--- src/common/pfcfg_pkg.sv ---
/*
 * constants for the synthesizer function configuration block.
 * assumes a byte-wide register write/read port inside the device.
 */
package pfcfg_pkg;
    // ------------------------------------------------------------
    // register map
    // ------------------------------------------------------------
    localparam logic [7:0] ADDR_GATE_FMT = 8'h17;
    localparam logic [7:0] ADDR_LOOP_BW = 8'h1e;
    // ------------------------------------------------------------
    // field layout
    // ------------------------------------------------------------
    localparam int BIT_OUT_UNLOCK_EN = 4;
    localparam int BIT_RATIO_FMT = 3;
    localparam int BW_LSB = 4;
    localparam int BW_W = 3;
    localparam logic [7:0] MASK_GATE_FMT = 8'h18;
    localparam logic [7:0] MASK_LOOP_BW = 8'h70;
    localparam logic [7:0] RESET_GATE_FMT = 8'h00;
    localparam logic [7:0] RESET_LOOP_BW = 8'h00;
    // ------------------------------------------------------------
    // ratio formats
    // ------------------------------------------------------------
    localparam logic FMT_20_12 = 1'b0;
    localparam logic FMT_12_20 = 1'b1;
    localparam logic SRC_STATIC = 1'b0;
    localparam logic SRC_DYNAMIC = 1'b1;
    localparam int FRAC_BITS_HI = 20;
    localparam int FRAC_BITS_LO = 12;
    localparam int RATIO_W = 32;
endpackage

--- src/core/pfcfg_bw_latch.sv ---
/*
 * holds the minimum loop bandwidth code applied to the loop; it takes a new
 * code only while the loop is unlocked, so a change made while locked
 * waits until the loop next drops out of lock.
 * assumes lock status is synchronous to CLK.
 */
`timescale 1ns/1ps
module pfcfg_bw_latch (
    // clock and reset
    input wire logic clk,
    input wire logic rst,
    input wire logic ce,
    // code in and lock state
    input wire logic [2:0] code_in,
    input wire logic locked,
    // applied code
    output logic [2:0] code_out
);
    typedef struct packed {
        logic [2:0] code_r;
    } pfcfg_bwl_t;
    pfcfg_bwl_t s_r, s_nxt;
    always_comb begin
        s_nxt = s_r;
        if (!locked) begin
            s_nxt.code_r = code_in;
        end
    end
    always_ff @(posedge clk or posedge rst) begin
        if (rst) begin
            s_r <= '0;
        end else if (ce) begin
            s_r <= s_nxt;
        end
    end
    assign code_out = s_r.code_r;
endmodule // pfcfg_bw_latch

--- src/core/pfcfg_regs.sv ---
/*
 * function configuration registers of the synthesizer: output gating on
 * unlock, user ratio format and minimum loop bandwidth selection.
 * assumes the serial control port delivers one-cycle byte write strobes
 * and a combinational read address, all synchronous to CLK.
 */
`timescale 1ns/1ps
module pfcfg_regs (
    // clock and reset
    input wire logic CLK,
    input wire logic RST,
    input wire logic CE,
    // register port
    input wire logic WR_EN,
    input wire logic [7:0] WR_ADDR,
    input wire logic [7:0] WR_DATA,
    input wire logic [7:0] RD_ADDR,
    output logic [7:0] RD_DATA,
    // pll status and mode
    input wire logic PLL_LOCKED,
    input wire logic FRACN_SOURCE_SEL,
    input wire logic DEVICE_CONFIG_ENABLE,
    input wire logic [31:0] USER_RATIO_VALUE,
    // clock output path
    input wire logic PLL_CLK_RAW,
    output logic CLK_OUT,
    // ratio and loop settings to the synthesizer
    output logic [31:0] RATIO_INT_PART,
    output logic [31:0] RATIO_FRAC_PART,
    output logic [4:0] RATIO_FRAC_BITS,
    output logic HYBRID_MODE,
    output logic [2:0] INPUT_MIN_LOOP_BW,
    output logic [7:0] MIN_LOOP_BW_HZ
);
    // ------------------------------------------------------------
    // state
    // ------------------------------------------------------------
    typedef struct packed {
        logic output_on_unlock_en;
        logic low_freq_ratio_format;
        logic [2:0] input_min_loop_bw;
        logic [7:0] rd_data;
        logic [31:0] int_part;
        logic [31:0] frac_part;
        logic [4:0] frac_bits;
        logic hybrid;
        logic [7:0] bw_hz;
    } pfcfg_st_t;
    pfcfg_st_t s_r, s_nxt;
    logic [2:0] bw_applied;
    logic gate_fmt_hit, loop_bw_hit, fmt_eff;
    // ------------------------------------------------------------
    // applied bandwidth
    // ------------------------------------------------------------
    pfcfg_bw_latch u_bw (
        .clk(CLK),
        .rst(RST),
        .ce(CE),
        .code_in(s_r.input_min_loop_bw),
        .locked(PLL_LOCKED & DEVICE_CONFIG_ENABLE),
        .code_out(bw_applied)
    );
    // ------------------------------------------------------------
    // next state
    // ------------------------------------------------------------
    assign gate_fmt_hit = WR_EN && (WR_ADDR == pfcfg_pkg::ADDR_GATE_FMT);
    assign loop_bw_hit = WR_EN && (WR_ADDR == pfcfg_pkg::ADDR_LOOP_BW);
    // static mode forces 12.20 whatever the format bit says
    assign fmt_eff = (FRACN_SOURCE_SEL == pfcfg_pkg::SRC_DYNAMIC) ?
        s_r.low_freq_ratio_format : pfcfg_pkg::FMT_12_20;
    always_comb begin
        s_nxt = s_r;
        if (gate_fmt_hit) begin
            s_nxt.output_on_unlock_en = WR_DATA[pfcfg_pkg::BIT_OUT_UNLOCK_EN];
            s_nxt.low_freq_ratio_format = WR_DATA[pfcfg_pkg::BIT_RATIO_FMT];
        end
        if (loop_bw_hit) begin
            s_nxt.input_min_loop_bw = WR_DATA[pfcfg_pkg::BW_LSB +: pfcfg_pkg::BW_W];
        end
        case (RD_ADDR)
            pfcfg_pkg::ADDR_GATE_FMT: begin
                s_nxt.rd_data = 8'h00;
                s_nxt.rd_data[pfcfg_pkg::BIT_OUT_UNLOCK_EN] = s_r.output_on_unlock_en;
                s_nxt.rd_data[pfcfg_pkg::BIT_RATIO_FMT] = s_r.low_freq_ratio_format;
            end
            pfcfg_pkg::ADDR_LOOP_BW: begin
                s_nxt.rd_data = 8'h00;
                s_nxt.rd_data[pfcfg_pkg::BW_LSB +: pfcfg_pkg::BW_W] = s_r.input_min_loop_bw;
            end
            default: begin
                s_nxt.rd_data = 8'h00;
            end
        endcase
        s_nxt.hybrid = FRACN_SOURCE_SEL;
        if (fmt_eff == pfcfg_pkg::FMT_20_12) begin
            s_nxt.frac_bits = 5'(pfcfg_pkg::FRAC_BITS_LO);
            s_nxt.int_part = USER_RATIO_VALUE >> pfcfg_pkg::FRAC_BITS_LO;
            s_nxt.frac_part = USER_RATIO_VALUE & 32'h00000fff;
        end else begin
            s_nxt.frac_bits = 5'(pfcfg_pkg::FRAC_BITS_HI);
            s_nxt.int_part = USER_RATIO_VALUE >> pfcfg_pkg::FRAC_BITS_HI;
            s_nxt.frac_part = USER_RATIO_VALUE & 32'h000fffff;
        end
        s_nxt.bw_hz = 8'h01 << bw_applied;
    end
    always_ff @(posedge CLK or posedge RST) begin
        if (RST) begin
            s_r <= '0;
            s_r.output_on_unlock_en <= pfcfg_pkg::RESET_GATE_FMT[pfcfg_pkg::BIT_OUT_UNLOCK_EN];
            s_r.low_freq_ratio_format <= pfcfg_pkg::RESET_GATE_FMT[pfcfg_pkg::BIT_RATIO_FMT];
            s_r.input_min_loop_bw <= pfcfg_pkg::RESET_LOOP_BW[pfcfg_pkg::BW_LSB +: pfcfg_pkg::BW_W];
        end else if (CE) begin
            s_r <= s_nxt;
        end
    end
    // ------------------------------------------------------------
    // outputs
    // ------------------------------------------------------------
    // gating is combinational so, with output_on_unlock_en clear, the output drops with the unlock report
    assign CLK_OUT = PLL_CLK_RAW & (PLL_LOCKED | s_r.output_on_unlock_en);
    assign RD_DATA = s_r.rd_data;
    assign RATIO_INT_PART = s_r.int_part;
    assign RATIO_FRAC_PART = s_r.frac_part;
    assign RATIO_FRAC_BITS = s_r.frac_bits;
    assign HYBRID_MODE = s_r.hybrid;
    assign INPUT_MIN_LOOP_BW = bw_applied;
    assign MIN_LOOP_BW_HZ = s_r.bw_hz;
endmodule // pfcfg_regs

--- config.mk ---
export PLATFORM = sky130hd
export DESIGN_NAME = pfcfg_regs
export DESIGN_NICKNAME = d
export VERILOG_FILES = /design/src/common/pfcfg_pkg.sv /design/src/core/pfcfg_bw_latch.sv /design/src/core/pfcfg_regs.sv
export SDC_FILE = /design/constraint.sdc
export NUM_CORES = 1
export LEC_CHECK = 0
export ABC_AREA = 1
export CAP_MARGIN = 20
export CORE_MARGIN = 5
export CORE_UTILIZATION = 65
export CTS_BUF_LIST = sky130_fd_sc_hd__clkbuf_4
export DETAILED_ROUTE_END_ITERATION = 8
export DONT_BUFFER_PORTS = 1
export HOLD_SLACK_MARGIN = 0.08
export MAX_ROUTING_LAYER = met4
export PLACE_DENSITY = 0.89
export SLEW_MARGIN = 20
export SYNTH_ARGS = -nofsm -noshare
export SYNTH_HDL_FRONTEND = slang
export SYNTH_SLANG_ARGS = --single-unit
--- constraint.sdc ---
create_clock -name CLK -period 1.85 [get_ports CLK]
set_input_delay 0 -clock CLK [delete_from_list [all_inputs] [get_ports CLK]]
set_output_delay 0 -clock CLK [all_outputs]
set_load 0.005 [all_outputs]
Word level (Yosys, flattened, before mapping)
Index checks and enable logic that the tools add are counted.
{ "classes": {"n_eq_ne": 4, "shifts": 1, "n_mux": 3, "bitwise_logic": 4, "reduce_logical": 5} }
{ "op_table": {"columns": ["operator", "n"], "rows": [
  ["$mux W57", 1],
  ["$eq A8 B5 Y1 const B", 4],
  ["$pmux W7 S2", 1],
  ["$shl A1 B3 Y8 const A", 1],
  ["$reduce_and A2 Y1", 3],
  ["$and A1 B1 Y1", 2],
  ["$logic_and A1 B1 Y1", 2],
  ["$mux W1", 1],
  ["$not A1 Y1", 1],
  ["$or A1 B1 Y1", 1]
]} }
{ "totals": {"regBits": 94, "input_bits": 64, "output_inout_bits": 90, "wordCells": 27} }

Depth between registers and ports, before layout
Gate-level depths: netlist (run 1).
{ "depth": {"word_depth": 3, "mapped_depth": 7, "depth_no_buf": 7} }

Modules after synthesis
A second synthesis (run 1) with hierarchy kept.
{ "unflattened": {"hier_cells": 379, "hier_area_um2": 3324.4} }
{ "by_module_without_submodules": {"columns": ["mod", "instances", "cells_each", "area_each_um2", "seq_area_each_um2"], "rows": [
  ["pfcfg_regs", 1, 364, 3198.1, 1526.5],
  ["pfcfg_bw_latch", 1, 15, 126.4, 75.1]
]} }

Least setup slack after synthesis (run 1)
Ideal clock, no wire load.
{ "synth_timing": {"path_type": "reg-to-reg", "startpoint": "register s_r[89] in the netlist's numbering", "endpoint": "register s_r (netlist bit RATIO_INT_PART[4])", "arrival_ns": 0.941, "t_required_ns": 1.730, "setup_slack_ns": 0.789, "path_stages_with_launch": 7, "path_buffers": 2, "synth_period_minus_slack_ns": 1.061, "path_cell_list": "dfrtp_1 -> inv_1 -> nand2_1 -> buf_6 -> buf_6 -> o21ai_1 -> nand2_1"} }
{ "synth_between": {"elab_chain_cells": 2} }
{ "synth_rtl": {"columns": ["element", "line", "source"], "rows": [
  ["start: declaration", "pfcfg_regs.sv:49", "pfcfg_st_t s_r, s_nxt;"],
  ["start signal: assignment", "pfcfg_regs.sv:113", "s_r <= s_nxt;"],
  ["$mux W1", "pfcfg_regs.sv:69", "assign fmt_eff = (FRACN_SOURCE_SEL == pfcfg_pkg::SRC_DYNAMIC) ?"],
  ["$mux W57", "pfcfg_regs.sv:95", "if (fmt_eff == pfcfg_pkg::FMT_20_12) begin"]
]} }
No other way between the ends.
A chain may end at the register's enable or synchronous reset.

Worst setup path in the final report (run 1)
{ "layout_timing": {"startpoint": "input WR_ADDR[1]", "endpoint": "register s_r[86] in the netlist's numbering"} }
{ "layout_between": {"elab_chain_cells": 3} }
{ "layout_rtl": {"columns": ["element", "line", "source"], "rows": [
  ["start: declaration", "pfcfg_regs.sv:15", "input wire logic [7:0] WR_ADDR,"],
  ["$eq A8 B5 Y1", "pfcfg_regs.sv:67", "assign loop_bw_hit = WR_EN && (WR_ADDR == pfcfg_pkg::ADDR_LOOP_BW);"],
  ["$logic_and A1 B1 Y1", "pfcfg_regs.sv:67", null],
  ["$reduce_and A2 Y1 (no source line)", null, null]
]} }
No other way between the ends.

==> reports/metrics.csv, run 1 <==
stage;metric;value;unit
critical_path;Critical Path Sink;s_r[86];
sta;setup total negative slack;0;ns
sta;Worst Tran Pin Value;0.811;ns
sta;final slew viol count;0;
synthesis;Syn Std Cell Area;3340;um2
sta;fin crit period;1.83;ns
floorplanning;die height;81.7;um
detailed_routing;Vias;2534;
pwr;leakage;1.86;nW
sta;Hold Fails Final Rpt;0;
sta;clk_skew;0.00996;ns
critical_path;crit start category;primary input;
run;max cap viols;0;
critical_path;Worst R2R End;RATIO_INT_PART[11];
final_layout;area of the multi-input gates;1050;um2
floorplanning;Die ar.;6680;um2
clock_tree;Skew-Pair Late Insertion Delay;0.40;ns
clock_tree;setup bufs post-CTS;0;
critical_path;launching point of the worst reg2reg path;s_r[89];
final_layout;Final Util;0.729;
clock_tree;TritonCTS clock tree;done;
synthesis;synthesis-stage register bit count;64;
synthesis;Distinct cells, synth;22;
detailed_routing;drt first pass iters;4;
final_layout;fin cells;482;
sta;final setup fails;0;
critical_path;largest fanout on the critical path;7;
floorplanning;core area;5040;um2
clock_tree;total CTS buffers;9;
synthesis;Syn Area/Cell;8.46;um2
critical_path;CP Class;in2reg;
critical_path;CP Capture Type;flip-flop;
sta;crit share post-route;0.992;
clock_tree;# H-tree levels;3;
pwr;PwrDens;815;nW/um2
detailed_routing;Via density;5.26;
final_layout;Synth-to-Final Area Change;10.0;%
detailed_routing;initial DRC count;140;
final_layout;number of fill cells;371;
placement;Final HPWL DP;5010;um
detailed_routing;Routed WL;8620;um
critical_path;slack of the worst reg-to-reg path;0.31;ns
grt;GRT overflow;0;
final_layout;commonest non-fill, non-tap cell in the layout;nand2_1;
clock_tree;clock sink total;64;
synthesis;Mapped Cells;395;
placement;routability cong.;0.783;
sta;unrepaired setup endpoints after global routing;no;
hold_path;Hold Path Class;in2out;
sta;final worst setup slack;0.0154;ns
floorplanning;Initial Util;0.663;
detailed_routing;wire per inst;17.9;um
floorplanning;Die X;81.7;um
grt;largest net degree at the start of global routing;41;
synthesis;Seq/Total Area, Yosys;0.479;
final_layout;Reg area;1600;um2
detailed_routing;DRC errors left;0;
grt;Global Route Usage Sum;0.272;
final_layout;most frequent cells in the layout;nand2_1, dfrtp_1, dlygate4sd3_1;
clock_tree;Worst-path clk slew;0.10;ns
critical_path;crit path from;WR_ADDR[1];
floorplanning;I/O pin count;154;
pwr;Power Total;3.00;mW
final_layout;Nets;470;
status;outcome;finished, final reports clean;
placement;port bufs;0;
placement;Post-Place Setup Slack;0.336;ns
placement;dpl cells;400;
placement;Post-DP Area;2860;um2
clock_tree;root buffer cell;clkbuf_4;
sta;Hold Slack;0.105;ns
synthesis;Synth warnings;0;
final_layout;design area;3680;um2
final_layout;layout cells sized above 1;0.0657;
critical_path;CP Data Required Time;2.19;ns
floorplanning;row count;26;
critical_path;reg2reg path depth;6;
detailed_routing;post-route ant nets;0;
critical_path;crit path DAT;2.17;ns
grt;vias in the first global route;2646;
sta;fmax;545;MHz
grt;initial antenna violation count;0;
grt;first-pass GRT wire length;13000;um
pwr;VDD IR max;421;uV
clock_tree;clk buf depth;2;
sta;worst rel slew slack;0.459;
==> cell type report <==
type / count / area share
Sequential cell: 64 / 0.436
Antenna cell: 1 / 0.000681
Multi-Input combinational cell: 240 / 0.286
Inverter: 21 / 0.0214
Clock inverter: 7 / 0.0235
Tap cell: 70 / 0.0238
Timing Repair Buffer: 70 / 0.191
Clock buffer: 9 / 0.0184
==> report_power, final <==
group          internal [mW]  leakage [nW]  switching [mW]  total, mW
Clock                  0.537        0.0848           0.506       1.04
Combinational          0.156         0.962           0.210      0.366
Sequential              1.50         0.813          0.0915       1.59
==> critical path, stage by stage <==
cell	delay [ns]
dlygate4sd3_1	0.54
nand2_1	0.06
dlygate4sd3_1	0.59
nor2_4	0.18
nand4_1	0.12
dlygate4sd3_1	0.60
nand2_1	0.09
==> state kept, by name (all words and copies together), names as in the netlist <==
name and cells:
MIN_LOOP_BW_HZ 8, RATIO_FRAC_BITS 3, u_bw.code_out 3, HYBRID_MODE 1
RATIO_FRAC_PART 20, RD_DATA 4, s_r 5, RATIO_INT_PART 20
==> logic make-up (layout without fill, tap and decap cells) <==
logic type	after synthesis	after routing	share of synthesized area
compound gates	46	46	0.0764
buf+inv	120	107	0.239
flops	64	64	0.479
mux	2	2	0.00674
other cells	1	31	0.00112
simple gates	162	162	0.198
==> layer usage <==
layer / track usage / part of all wire / vias to the layer above
met3: 0.0614 / 0.097 / 21
met5: - / 0 / -
li1: - / - / 1162
met2: 0.484 / 0.53 / 157
met4: 0.128 / 0.023 / 0
met1: 0.284 / 0.35 / 1194
==> worst min-delay path by stage <==
stage | from | cells after the start | slack, ns | endpoint
after floorplan | PLL_CLK_RAW | 1 | 0.09 | CLK_OUT
after detailed placement | RST | 1 | 0.08 | RATIO_INT_PART[8]
after global routing | PLL_CLK_RAW | 1 | 0.11 | CLK_OUT
after CTS | PLL_CLK_RAW | 1 | 0.10 | CLK_OUT
after global placement | RST | 1 | 0.07 | RATIO_INT_PART[16]
final | PLL_CLK_RAW | 1 | 0.10 | CLK_OUT
==> synth_stat cells (all sizes together) <==
| cell type | count | share of area |
|---|---|---|
| a21oi | 17 | 0.025 |
| buf | 96 | 0.21 |
| clkbuf | 3 | 0.0034 |
| conb | 1 | 0.0011 |
| dfrtp | 64 | 0.48 |
| inv | 21 | 0.024 |
| mux2 | 2 | 0.0067 |
| nand2 | 126 | 0.14 |
| nand3 | 17 | 0.025 |
| nand4 | 5 | 0.0094 |
| nor2 | 11 | 0.015 |
| nor3 | 1 | 0.0030 |
| o21a | 2 | 0.0045 |
| o21ai | 19 | 0.028 |
| o31ai | 8 | 0.018 |
| or2 | 2 | 0.0037 |
==> timing repair <==
item	4_1_cts	5_1_grt
endpoints found under the hold margin	102	0
endpoints found under the setup margin	0	3
resized for setup	0	1
hold buffers	65	0
Note: power is estimated with default switching activity, not from simulation.
==> inputs of run 2 (changes only) <==
Settings changed: MAX_ROUTING_LAYER met4 to default.
==> reports/metrics.csv, run 2 (synthesis gave the netlist of run 1 again) <==
stage;metric;value;unit;change
grt;initial antenna violation count;0;;unchanged
run;max cap viols;0;;unchanged
sta;Worst Tran Pin Value;0.817;ns;+0.00652 ns
detailed_routing;wire per inst;17.9;um;+0.38%
sta;fmax;549;MHz;+0.65%
final_layout;number of fill cells;371;;unchanged
floorplanning;Die ar.;6680;um2;unchanged
critical_path;Worst R2R End;RATIO_INT_PART[11];;
floorplanning;core area;5040;um2;unchanged
detailed_routing;initial DRC count;155;;+11%
floorplanning;row count;26;;unchanged
sta;unrepaired setup endpoints after global routing;no;;
sta;Hold Fails Final Rpt;0;;unchanged
pwr;PwrDens;816;nW/um2;+0.13%
sta;crit share post-route;0.985;;-0.00641
placement;Post-DP Area;2860;um2;unchanged
floorplanning;Initial Util;0.663;;unchanged
pwr;Power Total;3.00;mW;+0.13%
sta;final setup fails;0;;unchanged
critical_path;crit path from;WR_ADDR[1];;
hold_path;Hold Path Class;in2out;;
status;outcome;finished, final reports clean;;
detailed_routing;DRC errors left;0;;unchanged
clock_tree;Skew-Pair Late Insertion Delay;0.40;ns;about the same
final_layout;layout cells sized above 1;0.0657;;unchanged
sta;fin crit period;1.82;ns;-0.0119 ns
placement;dpl cells;400;;unchanged
detailed_routing;drt first pass iters;5;;+1
critical_path;crit start category;primary input;;
floorplanning;I/O pin count;154;;unchanged
clock_tree;Worst-path clk slew;0.11;ns;about the same
critical_path;CP Capture Type;flip-flop;;
placement;port bufs;0;;unchanged
final_layout;most frequent cells in the layout;nand2_1, dfrtp_1, dlygate4sd3_1;;
detailed_routing;Routed WL;8650;um;+0.38%
critical_path;crit path DAT;2.17;ns;about the same
clock_tree;root buffer cell;clkbuf_4;;
floorplanning;Die X;81.7;um;unchanged
critical_path;CP Data Required Time;2.20;ns;about the same
critical_path;largest fanout on the critical path;7;;unchanged
sta;setup total negative slack;0;ns;unchanged
clock_tree;total CTS buffers;9;;unchanged
critical_path;Critical Path Sink;s_r[88];;
detailed_routing;post-route ant nets;0;;unchanged
final_layout;Synth-to-Final Area Change;10.0;%;unchanged
critical_path;reg2reg path depth;6;;unchanged
pwr;VDD IR max;422;uV;+0.18%
detailed_routing;Via density;5.30;;+0.83%
grt;first-pass GRT wire length;13100;um;+0.37%
grt;GRT overflow;0;;unchanged
clock_tree;TritonCTS clock tree;done;;
sta;clk_skew;0.00992;ns;-0.0000368 ns
placement;Final HPWL DP;5010;um;unchanged
final_layout;commonest non-fill, non-tap cell in the layout;nand2_1;;
critical_path;launching point of the worst reg2reg path;s_r[89];;
critical_path;CP Class;in2reg;;
placement;routability cong.;0.773;;-1.3%
floorplanning;die height;81.7;um;unchanged
grt;Global Route Usage Sum;0.265;;-0.00649
grt;largest net degree at the start of global routing;41;;unchanged
pwr;leakage;1.86;nW;unchanged
detailed_routing;Vias;2555;;+0.83%
clock_tree;clock sink total;64;;unchanged
clock_tree;clk buf depth;2;;unchanged
final_layout;fin cells;482;;unchanged
sta;final slew viol count;0;;unchanged
critical_path;slack of the worst reg-to-reg path;0.31;ns;about the same
clock_tree;# H-tree levels;3;;unchanged
final_layout;Nets;470;;unchanged
grt;vias in the first global route;2650;;+0.15%
final_layout;design area;3680;um2;unchanged
sta;worst rel slew slack;0.454;;-0.00435
hold_path;Hold Crit Depth;1;;unchanged
[run 2: metal layers]
metal | share of wire | global-route usage | vias to the layer above
met4 | 0.021 | 0.118 | 0
met2 | 0.52 | 0.483 | 176
met1 | 0.35 | 0.283 | 1203
met5 | 0 | 0 | -
met3 | 0.11 | 0.0768 | 18
li1 | - | - | 1158
[run 2: how the worst min path moves through the flow]
stage,from,slack [ns],to
after floorplan,PLL_CLK_RAW,0.09,CLK_OUT
after global placement,RST,0.07,RATIO_INT_PART[16]
after detailed placement,RST,0.08,RATIO_INT_PART[8]
after CTS,PLL_CLK_RAW,0.10,CLK_OUT
after global routing,PLL_CLK_RAW,0.11,CLK_OUT
final,PLL_CLK_RAW,0.11,CLK_OUT
[run 2: what timing repair did]
item,CTS,global route
hold buffers,65,0
buffers inserted,0,0
hold endpoints to repair,102,0
gates resized for setup,0,1
endpoints found under the setup margin,0,3
[run 2: layout make-up]
cell class              instances  area, um2  share of cell area
well taps                      70       87.6              0.0238
inverters                      21       78.8              0.0214
clock buffers                   9       67.6              0.0184
clock inverters                 7       86.3              0.0235
flip-flops and latches         64       1600               0.436
multi-input cells             240       1050               0.286
repair buffers                 70        701               0.191
diodes                          1       2.50            0.000681
[run 2: worst max-delay path, stage by stage]
cell	delay [ns]
dlygate4sd3_1	0.54
nand2_1	0.06
dlygate4sd3_1	0.59
nor2_4	0.18
nand4_1	0.13
dlygate4sd3_1	0.60
nand2_1	0.08
[run 2: stage by stage]
stage                     hold slack (ns)  worst slack (ns)   util
after floorplan                    0.0899             0.252      -
after global placement             0.0684             0.393  0.567
after detailed placement           0.0828             0.336  0.567
after CTS                           0.103            0.0477  0.728
after global routing                0.110           0.00798  0.729
final                               0.106            0.0273  0.729
[run 2: where the power goes]
group          total (mW)  leakage, nW  switching, mW  internal [mW]
combinational       0.366        0.962          0.210          0.156
sequential           1.59        0.813         0.0921           1.50
clock                1.05       0.0848          0.509          0.537
total                3.00         1.86          0.811           2.19
